<file path="src/logic/mcd_map.svh">
// Named offsets, field positions, reset values and timing figures of the core.
// Assumes inclusion by bare name from the package and the core.
`ifndef MCD_MAP_SVH
`define MCD_MAP_SVH
`define MCD_IW           12
`define MCD_NFILE        32
`define MCD_ADR_STATUS   5'h03
`define MCD_ADR_PORT     5'h06
`define MCD_OP_DIR       3'h6
`define MCD_ST_C         0
`define MCD_ST_Z         2
`define MCD_CFG_PROT     3
`define MCD_CFG_WDOG     2
`define MCD_CFG_OSC_HI   1
`define MCD_CFG_OSC_LO   0
`define MCD_CFG_IMPL     12'h00f
`define MCD_CFG_RST      12'h000
`define MCD_DRV_RST      8'h00
`define MCD_REG_CFG      8'h00
`define MCD_REG_CTRL     8'h04
`define MCD_REG_WREG     8'h08
`define MCD_REG_PC       8'h0c
`define MCD_REG_PORT     8'h10
`define MCD_REG_INSTR    8'h14
`define MCD_CTRL_RUN     0
`define MCD_CLK_MHZ      40
`define MCD_WDT_TIME_US  18000
`endif

</file>
<file path="src/logic/mcd_pkg.sv">
// Types shared by the decode core and its field decoder.
// Assumes mcd_map.svh is on the include path.
`include "mcd_map.svh"
package mcd_pkg;
  typedef enum logic [1:0] {
    MCD_CLS_BYTE = 2'b00,
    MCD_CLS_BIT  = 2'b01,
    MCD_CLS_LIT  = 2'b10,
    MCD_CLS_CTL  = 2'b11
  } mcd_cls_e;
  typedef enum logic [1:0] {
    MCD_PH_Q1 = 2'b00,
    MCD_PH_Q2 = 2'b01,
    MCD_PH_Q3 = 2'b10,
    MCD_PH_Q4 = 2'b11
  } mcd_phase_e;
  typedef enum logic [1:0] {
    MCD_LOW_POWER_CRYSTAL_MODE  = 2'b00,
    MCD_STANDARD_CRYSTAL_MODE   = 2'b01,
    MCD_HIGH_SPEED_CRYSTAL_MODE = 2'b10,
    MCD_RESISTOR_CAPACITOR_MODE = 2'b11
  } mcd_osc_e;
  typedef struct packed {
    mcd_cls_e   cls;
    logic [3:0] op;
    logic [4:0] fadr;
    logic       dest;
    logic [2:0] bitn;
    logic [7:0] k8;
    logic [8:0] k9;
    logic       special;
    logic [2:0] sop;
  } mcd_dec_s;
  typedef struct packed {
    logic     code_protect_bit;
    logic     watchdog_enable_bit;
    mcd_osc_e oscillator_select_field;
  } mcd_cfg_s;
endpackage

</file>
<file path="src/logic/mcd_field_decode.sv">
// Splits a 12-bit instruction word into its class, operation and operand fields.
// Assumes the word is stable for the whole instruction cycle.
`timescale 1ns/100ps
`include "mcd_map.svh"
module mcd_field_decode
  import mcd_pkg::*;
(
  // Instruction word in.
  input  wire logic [`MCD_IW-1:0] instr,
  // Decoded fields out.
  output mcd_dec_s                dec
);
  assign dec.cls     = mcd_cls_e'(instr[11:10]);
  assign dec.op      = instr[9:6];
  assign dec.fadr    = instr[4:0];
  assign dec.dest    = instr[5];
  assign dec.bitn    = instr[7:5];
  assign dec.k8      = instr[7:0];
  assign dec.k9      = instr[8:0];
  // Bits 4 and 3 of the short control words are ignored.
  assign dec.special = (instr[11:5] == 7'h00);
  assign dec.sop     = instr[2:0];
endmodule

</file>
<file path="src/logic/mcd_core.sv">
// Instruction decode and execution core with one read-modify-write I/O port.
// Assumes a program source answering prog_addr in the same cycle and a strap word.
//
// Chosen here: strobed register access and the placing of the registers.
`timescale 1ns/100ps
`include "mcd_map.svh"
module mcd_core
  import mcd_pkg::*;
#(
  parameter int PC_W       = 9,
  parameter int WDT_CYCLES = `MCD_WDT_TIME_US * `MCD_CLK_MHZ
) (
  // Clock and reset.
  input  wire logic            sys_clk,
  input  wire logic            rst,
  // Register port.
  input  wire logic [7:0]      reg_addr,
  input  wire logic [31:0]     reg_wdata,
  input  wire logic            reg_wr,
  input  wire logic            reg_rd,
  output logic      [31:0]     reg_rdata,
  // Program memory.
  output logic      [PC_W-1:0] prog_addr,
  input  wire logic [11:0]     prog_data,
  // Configuration strap.
  input  wire logic [11:0]     cfg_strap,
  // Port pins.
  input  wire logic [7:0]      port_in,
  output logic      [7:0]      port_out,
  output logic      [7:0]      port_oe,
  // Status.
  output logic                 insn_done,
  output logic                 wdt_timeout,
  output logic                 code_protected,
  output logic      [1:0]      osc_mode
);
  localparam int              WDT_W   = $clog2(WDT_CYCLES + 1);
  localparam logic [PC_W-1:0] RST_VEC = '1;
  localparam logic [PC_W-1:0] PC_ONE  = PC_W'(1);
  localparam logic [PC_W-1:0] PC_TWO  = PC_W'(2);
  localparam logic [WDT_W-1:0] WDT_LAST = WDT_W'(WDT_CYCLES - 1);

  mcd_phase_e       phase;
  mcd_phase_e       next_phase;
  mcd_dec_s         dec;
  mcd_cfg_s         cfg;
  logic [11:0]      cfg_word;
  logic             cfg_valid;
  logic             ctrl_run;
  logic             sleeping;
  logic             flush;
  logic             bubble;
  logic [11:0]      ir;
  logic [7:0]       w;
  logic [7:0]       pin_smp;
  logic [7:0]       port_lat;
  logic [7:0]       port_drv;
  logic             flag_c;
  logic             flag_z;
  logic [PC_W-1:0]  pc;
  logic [PC_W-1:0]  stk0;
  logic [PC_W-1:0]  stk1;
  logic [7:0]       ram [0:`MCD_NFILE-1];
  logic [WDT_W-1:0] wdt_cnt;
  logic [7:0]       res;
  logic [8:0]       sum;
  logic             wr_w;
  logic             wr_f;
  logic             upd_c;
  logic             upd_z;
  logic             new_c;
  logic             skip;
  logic             jump;
  logic [PC_W-1:0]  target;
  logic             push;
  logic             pop;
  logic             set_dir;
  logic             clr_wdt;
  logic             go_sleep;
  logic [31:0]      rd_mux;

  function automatic logic hit(input logic [7:0] a, input logic [7:0] off);
    return a == off;
  endfunction

  mcd_field_decode u_dec (
    .instr (ir),
    .dec   (dec)
  );

  wire       run       = ctrl_run & cfg_valid & ~sleeping;
  wire       cyc_start = run & (phase == MCD_PH_Q1);
  wire       cyc_end   = run & (phase == MCD_PH_Q4);
  wire       exec      = ~bubble;
  wire       taken     = skip | jump;
  wire       commit    = cyc_end & exec;
  wire       wdt_fire  = cfg.watchdog_enable_bit & (wdt_cnt == WDT_LAST);
  wire       is_port   = (dec.fadr == `MCD_ADR_PORT);
  wire       is_stat   = (dec.fadr == `MCD_ADR_STATUS);
  wire [7:0] status    = 8'(({7'h00, flag_c} << `MCD_ST_C) | ({7'h00, flag_z} << `MCD_ST_Z));
  // Port file reads the sampled pins, so input bits fold into the latch.
  wire [7:0] fval      = is_port ? pin_smp : is_stat ? status : ram[dec.fadr];
  wire [7:0] bmask     = 8'(8'h01 << dec.bitn);
  wire       new_z     = (res == 8'h00);
  wire       wr_ctrl   = reg_wr & hit(reg_addr, `MCD_REG_CTRL);

  // The configuration word is captured once after reset and then held.
  assign cfg.code_protect_bit        = cfg_word[`MCD_CFG_PROT];
  assign cfg.watchdog_enable_bit     = cfg_word[`MCD_CFG_WDOG];
  assign cfg.oscillator_select_field =
    mcd_osc_e'(cfg_word[`MCD_CFG_OSC_HI:`MCD_CFG_OSC_LO]);
  assign osc_mode       = cfg.oscillator_select_field;
  assign code_protected = ~cfg.code_protect_bit;
  assign prog_addr      = pc;
  assign port_out       = port_lat;
  // Only pins the core drives are enabled; inputs float for the outside.
  assign port_oe        = port_drv;

  always_ff @(posedge sys_clk) begin
    if (rst) begin
      cfg_word  <= `MCD_CFG_RST;
      cfg_valid <= 1'b0;
    end else if (!cfg_valid) begin
      cfg_word  <= cfg_strap & `MCD_CFG_IMPL;
      cfg_valid <= 1'b1;
    end
  end

  always_comb begin
    case (phase)
      MCD_PH_Q1: next_phase = MCD_PH_Q2;
      MCD_PH_Q2: next_phase = MCD_PH_Q3;
      MCD_PH_Q3: next_phase = MCD_PH_Q4;
      MCD_PH_Q4: next_phase = MCD_PH_Q1;
      default:   next_phase = MCD_PH_Q1;
    endcase
  end

  always_comb begin
    res      = 8'h00;
    sum      = 9'h000;
    wr_w     = 1'b0;
    wr_f     = 1'b0;
    upd_c    = 1'b0;
    upd_z    = 1'b0;
    new_c    = flag_c;
    skip     = 1'b0;
    jump     = 1'b0;
    target   = pc;
    push     = 1'b0;
    pop      = 1'b0;
    set_dir  = 1'b0;
    clr_wdt  = 1'b0;
    go_sleep = 1'b0;
    case (dec.cls)
      MCD_CLS_BYTE: begin
        wr_w  = ~dec.dest;
        wr_f  = dec.dest;
        upd_z = 1'b1;
        case (dec.op)
          4'h0: begin
            res   = w;
            upd_z = 1'b0;
            wr_w  = 1'b0;
            if (!dec.dest && dec.special) begin
              go_sleep = (dec.sop == 3'h3);
              clr_wdt  = (dec.sop == 3'h4);
              set_dir  = (dec.sop == `MCD_OP_DIR);
            end
          end
          4'h1: res = 8'h00;
          4'h2: begin
            sum   = {1'b0, fval} + {1'b0, ~w} + 9'h001;
            res   = sum[7:0];
            new_c = sum[8];
            upd_c = 1'b1;
          end
          4'h3: res = fval - 8'h01;
          4'h4: res = fval | w;
          4'h5: res = fval & w;
          4'h6: res = fval ^ w;
          4'h7: begin
            sum   = {1'b0, fval} + {1'b0, w};
            res   = sum[7:0];
            new_c = sum[8];
            upd_c = 1'b1;
          end
          4'h8: res = fval;
          4'h9: res = ~fval;
          4'ha: res = fval + 8'h01;
          4'hb: begin
            res   = fval - 8'h01;
            upd_z = 1'b0;
            skip  = (res == 8'h00);
          end
          4'hc: begin
            res   = {flag_c, fval[7:1]};
            new_c = fval[0];
            upd_c = 1'b1;
            upd_z = 1'b0;
          end
          4'hd: begin
            res   = {fval[6:0], flag_c};
            new_c = fval[7];
            upd_c = 1'b1;
            upd_z = 1'b0;
          end
          4'he: begin
            res   = {fval[3:0], fval[7:4]};
            upd_z = 1'b0;
          end
          default: begin
            res   = fval + 8'h01;
            upd_z = 1'b0;
            skip  = (res == 8'h00);
          end
        endcase
      end
      MCD_CLS_BIT: begin
        // Set and clear rewrite the whole byte read from the file.
        res  = dec.op[2] ? (fval | bmask) : (fval & ~bmask);
        wr_f = ~dec.op[3];
        skip = dec.op[3] & (dec.op[2] == ((fval & bmask) != 8'h00));
      end
      MCD_CLS_LIT: begin
        jump = 1'b1;
        case (dec.op[3:2])
          2'b00: begin
            res    = dec.k8;
            wr_w   = 1'b1;
            target = stk0;
            pop    = 1'b1;
          end
          2'b01: begin
            target = PC_W'(dec.k8);
            push   = 1'b1;
          end
          default: target = PC_W'(dec.k9);
        endcase
      end
      default: begin
        wr_w  = 1'b1;
        upd_z = (dec.op[3:2] != 2'b00);
        case (dec.op[3:2])
          2'b00:   res = dec.k8;
          2'b01:   res = dec.k8 | w;
          2'b10:   res = dec.k8 & w;
          default: res = dec.k8 ^ w;
        endcase
      end
    endcase
  end

  always_ff @(posedge sys_clk) begin
    if (rst || wdt_fire) begin
      phase    <= MCD_PH_Q1;
      ir       <= 12'h000;
      pin_smp  <= 8'h00;
      bubble   <= 1'b0;
      flush    <= 1'b0;
      sleeping <= 1'b0;
      w        <= 8'h00;
      flag_c   <= 1'b0;
      flag_z   <= 1'b0;
      pc       <= RST_VEC;
      stk0     <= RST_VEC;
      stk1     <= RST_VEC;
      port_lat <= 8'h00;
      port_drv <= `MCD_DRV_RST;
    end else begin
      if (run) begin
        phase <= next_phase;
      end
      if (cyc_start) begin
        ir      <= prog_data;
        // Pins are taken at the start; a read right after a write sees the new latch on driven pins.
        pin_smp <= port_in;
        bubble  <= flush;
        flush   <= 1'b0;
      end
      if (cyc_end) begin
        flush <= exec & taken;
      end
      if (commit) begin
        if (wr_w) begin
          w <= res;
        end
        if (wr_f && is_port) begin
          port_lat <= res;
        end
        if (wr_f && is_stat) begin
          flag_c <= res[`MCD_ST_C];
          flag_z <= res[`MCD_ST_Z];
        end
        if (upd_c) begin
          flag_c <= new_c;
        end
        if (upd_z) begin
          flag_z <= new_z;
        end
        if (set_dir) begin
          port_drv <= ~w;
        end
        if (go_sleep) begin
          sleeping <= 1'b1;
        end
        if (push) begin
          stk0 <= pc + PC_ONE;
          stk1 <= stk0;
        end
        if (pop) begin
          stk0 <= stk1;
        end
        pc <= jump ? target : skip ? pc + PC_TWO : pc + PC_ONE;
      end
    end
  end

  always_ff @(posedge sys_clk) begin
    if (commit && wr_f && !is_port && !is_stat) begin
      ram[dec.fadr] <= res;
    end
  end

  always_ff @(posedge sys_clk) begin
    if (rst || wdt_fire || !cfg.watchdog_enable_bit || (commit && (clr_wdt || go_sleep))) begin
      wdt_cnt <= '0;
    end else begin
      wdt_cnt <= wdt_cnt + WDT_W'(1);
    end
  end

  always_ff @(posedge sys_clk) begin
    if (rst) begin
      ctrl_run    <= 1'b0;
      reg_rdata   <= 32'h0;
      insn_done   <= 1'b0;
      wdt_timeout <= 1'b0;
    end else begin
      if (wr_ctrl) begin
        ctrl_run <= reg_wdata[`MCD_CTRL_RUN];
      end
      reg_rdata   <= reg_rd ? rd_mux : 32'h0;
      insn_done   <= commit & ~wdt_fire;
      wdt_timeout <= wdt_fire;
    end
  end

  assign rd_mux = hit(reg_addr, `MCD_REG_CFG)  ? {20'h0, cfg_word} :
                  hit(reg_addr, `MCD_REG_CTRL) ? {29'h0, cfg_valid, sleeping, ctrl_run} :
                  hit(reg_addr, `MCD_REG_WREG) ? {16'h0, status, w} :
                  hit(reg_addr, `MCD_REG_PC)   ? 32'(pc) :
                  hit(reg_addr, `MCD_REG_PORT) ? {8'h0, pin_smp, port_drv, port_lat} :
                  (hit(reg_addr, `MCD_REG_INSTR) && cfg.code_protect_bit) ? {20'h0, ir} :
                  32'h0;
endmodule

</file>
<file path="config.mk">
export PLATFORM = sky130hd
export DESIGN_NAME = mcd_core
export DESIGN_NICKNAME = d
export VERILOG_FILES = /design/src/logic/mcd_pkg.sv /design/src/logic/mcd_field_decode.sv /design/src/logic/mcd_core.sv
export VERILOG_INCLUDE_DIRS = /design/src /design/src/logic
export SDC_FILE = /design/constraint.sdc
export NUM_CORES = 1
export LEC_CHECK = 0
export BUFFER_PORTS_ARGS = -buffer_cell sky130_fd_sc_hd__buf_2
export CAP_MARGIN = 15
export CORE_MARGIN = 1.5
export CORE_UTILIZATION = 52
export DETAILED_ROUTE_END_ITERATION = 12
export PLACE_DENSITY = 0.7
export SLEW_MARGIN = 20
export SYNTH_ARGS = -nofsm -noshare
export SYNTH_HDL_FRONTEND = slang
export SYNTH_HIERARCHICAL = 1
export SYNTH_SLANG_ARGS = --single-unit
</file>
<file path="constraint.sdc">
create_clock -name sys_clk -period 8.83 [get_ports sys_clk]
set_input_delay 2.2075 -clock sys_clk [delete_from_list [all_inputs] [get_ports sys_clk]]
set_output_delay 2.2075 -clock sys_clk [all_outputs]
set_load 0.05 [all_outputs]
</file>
==> After elaboration in Yosys (flattened, before gate mapping) <==
Memory sizes are Yosys's and may differ from the RTL's. A register that Yosys moved wholly into a read port is not among the register bits.
Cells that the tools add are included.
{ "word_totals": {"register_bits": 138, "ram_bits": 256, "inputBits": 76, "out_inout_bits": 62, "elab_cells": 207, "memories": 1} }
{ "mem_list": {"columns": ["memory", "depth", "width", "read_ports", "rd_clocked_by_memory_dff", "write_ports", "line_no", "rtl"], "rows": [
  ["ram", 32, 8, 1, 1, 1, "mcd_core.sv:63", "logic [7:0] ram [0:`MCD_NFILE-1];"]
]} }
{ "op_classes": {"n_addsub": 8, "n_eq_ne": 36, "shift": 1, "mux": 56, "bitwise": 31, "reduce_logical": 49} }
{ "ops": {"columns": ["operator", "count"], "rows": [
  ["$pmux 8 s13", 1],
  ["$pmux 8 s3", 2],
  ["$mux 9", 5],
  ["$and 8x8->8", 4],
  ["$logic_not 8->1", 4],
  ["$mux 16", 2],
  ["$mux 8", 4],
  ["$eq 4x4->1 const B", 7],
  ["$mux 1", 28],
  ["$mux 24", 1],
  ["$not 8->8", 3],
  ["$or 8x8->8", 3],
  ["$add 20x1->20 const B", 1],
  ["$eq 20x20->1 const B", 1],
  ["$add 8x8->9", 2],
  ["$add 9x1->9 const B", 2],
  ["$pmux 9 s2", 1],
  ["$eq 4x3->1 const B", 4],
  ["$eq 8x4->1 const B", 2],
  ["$eq 8x5->1 const B", 2],
  ["$reduce_and 2->1", 8],
  ["$xor 8x8->8", 2],
  ["$reduce_or 14->1", 1],
  ["$mux 12", 1],
  ["40 further kinds", 90]
]} }

==> Depth between registers and ports, before layout <==
{ "depth": {"word_depth": 11, "ltp_mapped": 27} }

==> By module <==
Netlist, hierarchy kept.
{ "by_module_without_submodules": {"columns": ["mod", "instances", "cells_per_inst", "area_each_um2"], "rows": [
  ["mcd_core", 1, 1733, 18949.4],
  ["mcd_field_decode", 1, 37, 282.8]
]} }

==> Worst setup path after synthesis <==
No wires, ideal clock.
{ "synth_path": {"path_type": "reg2reg", "from": "register ir[1]", "to": "register flag_z", "arrival_ps": 5500, "required_ps": 8756, "setup_slack_ps": 3255, "stages_incl_launch_ff": 28, "n_path_buf": 6, "period_less_slack_ps": 5575, "path_cell_list": "dfxtp_1 -> buf_4 -> buf_2 -> buf_6 -> buf_4 -> buf_4 -> buf_4 -> mux2i_1 -> o22ai_1 -> nor2_1 -> nand4_1 -> a22oi_1 -> inv_1 -> ha_1 -> inv_1 -> fa_1 -> inv_1 -> a21o_1 -> a21oi_1 -> nor2_1 -> o21ai_0 -> nand2b_1 -> a221oi_1 -> a21oi_1 -> a2111oi_0 -> o211ai_1 -> or4_1 -> a31oi_1"} }
{ "synth_via": {"elab_chain_len": 9, "elab_cells_between_ends": 29} }
{ "synth_rtl": {"columns": ["item", "line_no", "rtl"], "rows": [
  ["start: declaration", "mcd_core.sv:53", "logic [11:0] ir;"],
  ["start signal: assignment", "mcd_core.sv:275", "ir <= prog_data;"],
  ["$eq 5x2->1 (no source line)", null, null],
  ["$mux 8", "mcd_core.sv:102", "wire [7:0] fval = is_port ? pin_smp : is_stat ? status : ram[dec.fadr];"],
  ["$mux 8 (*)", "mcd_core.sv:102", null],
  ["$add 8x8->9", "mcd_core.sv:173", "sum = {1'b0, fval} + {1'b0, ~w} + 9'h001;"],
  ["$add 9x1->9", "mcd_core.sv:173", null],
  ["$pmux 8 s13", "mcd_core.sv:160", "case (dec.op)"],
  ["$pmux 8 s3 (*)", "mcd_core.sv:155", "case (dec.cls)"],
  ["via res[6]", "mcd_core.sv:65", "logic [7:0] res;"],
  ["$logic_not 8->1 (*)", "mcd_core.sv:104", "wire new_z = (res == 8'h00);"],
  ["$mux 1 (*)", "mcd_core.sv:298", "if (upd_z) begin"],
  ["end signal: assignment", "mcd_core.sv:293", "flag_z <= res[`MCD_ST_Z];"],
  ["end signal: assignment", "mcd_core.sv:299", "flag_z <= new_z;"],
  ["end: declaration", "mcd_core.sv:59", "logic flag_z;"]
]} }
Mark *: on every way through the listed nets, which the timed path passes. The rest lies on a longest branch. The select of a mux whose other input is x is not followed.
A chain may end at the register's enable or synchronous reset.

==> Worst setup path in the final report <==
Same ends and word-level chain as after synthesis.

==> impl_metrics.json <==
{
  "status": "finished clean",
  "p_sw_uw": 776,
  "synth_area_leaders": "edfxtp_1, dfxtp_1, mux2i_1",
  "io_pins": 138,
  "die_h_um": 195,
  "fin_skew_ns": 0.0237,
  "cp_top_family": "compound AO/OA/AOI/OAI gates",
  "drive_gt1_share_pct": 12.8,
  "min_to": "bubble",
  "cp.depth": 21,
  "whs_ns": 0.457,
  "cts_sinks": 383,
  "seqPwrFrac_pct": 51.6,
  "syn_inst": 1770,
  "cts_root_buffer": "clkbuf_16",
  "first_pass_iters": 6,
  "insertion_delay_ns": 0.58,
  "ant_nets": 0,
  "max-clock-path-buffers": 3,
  "maxCapViolations": 0,
  "ir_drop_mv": 0.166,
  "power_frac_comb_pct": 1.2,
  "start_util_pct": 52.7,
  "numCtsBuffers": 42,
  "drt-total-wl_mm": 54.8,
  "min_from": "flush",
  "cts_setup_buffers": 0,
  "n_antenna_cell": 0,
  "critPathMaxFanout": 51,
  "rrSetupSlack_ns": 1.62,
  "htreeDepth": 2,
  "synth-seq-cells": 383,
  "holdCritPathClass": "register to register",
  "avgSynthCellArea_um2": 10.9,
  "switching_share_pct": 21.1,
  "hold_path_depth": 2,
  "viasPerCell": 6.27,
  "crit_chain": "buf_4 > mux2i_1 > o22ai_1 > nor4_1 > a21oi_1 > or2_1 > inv_2 > fa_1 > inv_1 > a21o_1 > a21oi_1 > nor2_1 > o21ai_0 > nand2b_1 > a221oi_1 > a21oi_1 > a2111oi_0 > o211ai_1 > buf_4 > or4_1 > a31oi_1",
  "path_common_cell": "a21oi_1",
  "grt_max_degree": 60,
  "crit_arrival_ns": 7.70,
  "post-dp-hpwl_mm": 36.5,
  "antenna_found_initial": 1,
  "cts_tree": "yes",
  "synth_cell_types": 85,
  "n_fill_cell": 3050,
  "max_stage_delay_ns": 0.95,
  "async_flop_share_pct": 0,
  "synthToLayoutAreaGrowth_pct": 9.83,
  "endpoint_kind": "register",
  "yosys_warnings": 6,
  "gr-total-overflow": 0,
  "rsz0062_at_grt": "no",
  "seq_area_um2": 10200,
  "intPower_uw": 2900,
  "start_kind": "register",
  "required_ns": 9.32,
  "p_leak_uw": 0.00704,
  "synth_seq_area_share_pct": 53.0,
  "synth_area_um2": 19200,
  "holdBufCountCts": 0,
  "drt-wirelength-per-cell_um": 23.8,
  "ctsResizeCount": 0,
  "dieArea_um2": 38100,
  "path_clk_slew_ns": 0.06,
  "synth_top_area_share_pct": 39.5,
  "ff2ff_path_depth": 21,
  "grt_usage_pct": 28.5,
  "worstReg2RegEnd": "flag_z",
  "synth_largest_area_cell": "edfxtp_1",
  "slew_violations": 0,
  "synthFlopType": "edfxtp_1",
  "gp_congestion": 0.977,
  "finalHoldViolCount": 0,
  "synth-edff-count": 253,
  "drt_iter0_drc": 1757,
  "worstSetupPathType": "register to register",
  "clock_power_share_pct": 47.2,
  "total_power_uw": 3670,
  "core_um2": 36500,
  "die_x_um": 195,
  "grt_pass1_wl_mm": 81.9,
  "setup-tns-final_ns": 0,
  "r2r_start": "ir[1]",
  "final_cell_mix": "edfxtp_1, nand2_1, nor2_1",
  "multi_input_area_um2": 8080,
  "io_buffers": 90,
  "tightest_slew_ns": 1.09,
  "setup_viol": 0,
  "rows": 70,
  "period_share_pct": 81.6,
  "period_needed_ns": 7.21,
  "powerDensity_nw_per_um2": 174,
  "grt_pass1_vias": 13300,
  "crit_buf_inv": 4,
  "critPathSlowestCell": "dfxtp_4",
  "fmax_mhz": 139,
  "num_vias": 14400,
  "drc": 0,
  "final_common_cell": "edfxtp_1",
  "slew_headroom_pct": 27.0,
  "nets": 1932
}
==> synthesized netlist by cell type, types with 14 or more instances <==
master	count
a21oi_1	108
buf_4	57
buf_2	20
xor2_1	16
nand2_1	171
and2_1	20
edfxtp_1	253
nand3_1	36
nor2_1	168
nor3_1	30
o22ai_1	51
xnor2_1	33
mux2i_1	132
o21ai_0	65
a22oi_1	14
mux4_2	16
o211ai_1	21
inv_1	45
dfxtp_1	130
nand4_1	14
clkbuf_1	67
ha_1	55
a211oi_1	19
==> state kept, by name, indices dropped and copies added (netlist names), 2 cells and up <==
register	flops
ram	253
wdt_cnt	20
reg_rdata	24
pin_smp	8
prog_addr	9
port_oe	8
phase	2
port_out	8
stk1	9
stk0	9
ir	12
cfg_word	4
w	8
==> kinds of logic after synthesis <==
group / after synthesis / synth area share (%)
AND/OR/NAND/NOR: 549 / 13.9
flip-flops: 383 / 53.0
AO/OA/AOI/OAI: 371 / 12.5
buffers and inverters: 207 / 5.48
multiplexers: 153 / 9.04
adder cells (fa/ha/maj): 57 / 3.79
XOR/XNOR: 49 / 2.23
other: 1 / 0.0195
==> worst min-delay path: stages (launching register included) <==
cell and delay, ns:
dfxtp_1 0.31, nand2_1 0.05, a21oi_1 0.05
==> stage by stage <==
step	util (%)	cells	cell area, µm²	setup WS (ns)
after floorplan	-	1790	19300	3.26
after global placement	54.1	2223	19800	2.03
after detailed placement	54.1	2223	19800	1.97
after CTS	57.8	2299	21100	1.91
after global routing	57.8	2299	21100	1.45
final	57.8	2299	21100	1.62
==> power groups by stage <==
stage / clock network [µW] / registers (µW) / logic [µW]
floorplan: 0 / 1930 / 31.4
detailed placement: 0 / 1930 / 42.3
CTS: 1760 / 1890 / 42.4
global placement: 0 / 1930 / 41.8
global route: 1830 / 1890 / 45.8
finish: 1730 / 1890 / 42.9
==> routing by layer <==
metal | vias to the layer above | track usage, % | part of all wire (%)
met5 | - | 0 | 0.024
li1 | 6520 | - | -
met3 | 135 | 5.77 | 9.4
met4 | 2 | 12.0 | 4.0
met1 | 7012 | 40.1 | 41
met2 | 744 | 43.2 | 45
==> area by class of cell <==
cell class                      count  share of cell area [%]
Inverter                           50                   0.889
Clock inverter                     23                   0.983
Clock buffer                       53                    5.46
Tap cell                          468                    2.77
Multi-Input combinational cell   1200                    38.2
Sequential cell                   383                    48.3
Timing Repair Buffer              122                    3.33
==> how the worst max path moves through the flow <==
stage | start | end | slack [ns]
2_1_floorplan | ir[1] | flag_z | 3.26
3_3_place_gp | ir[1] | flag_z | 2.03
3_5_place_dp | ir[3] | ram[21][4] | 1.97
4_1_cts | ir[3] | ram[31][4] | 1.91
5_1_grt | ir[1] | flag_z | 1.45
6_report | ir[1] | flag_z | 1.62
No activity file was read; power rests on OpenSTA's default activity.
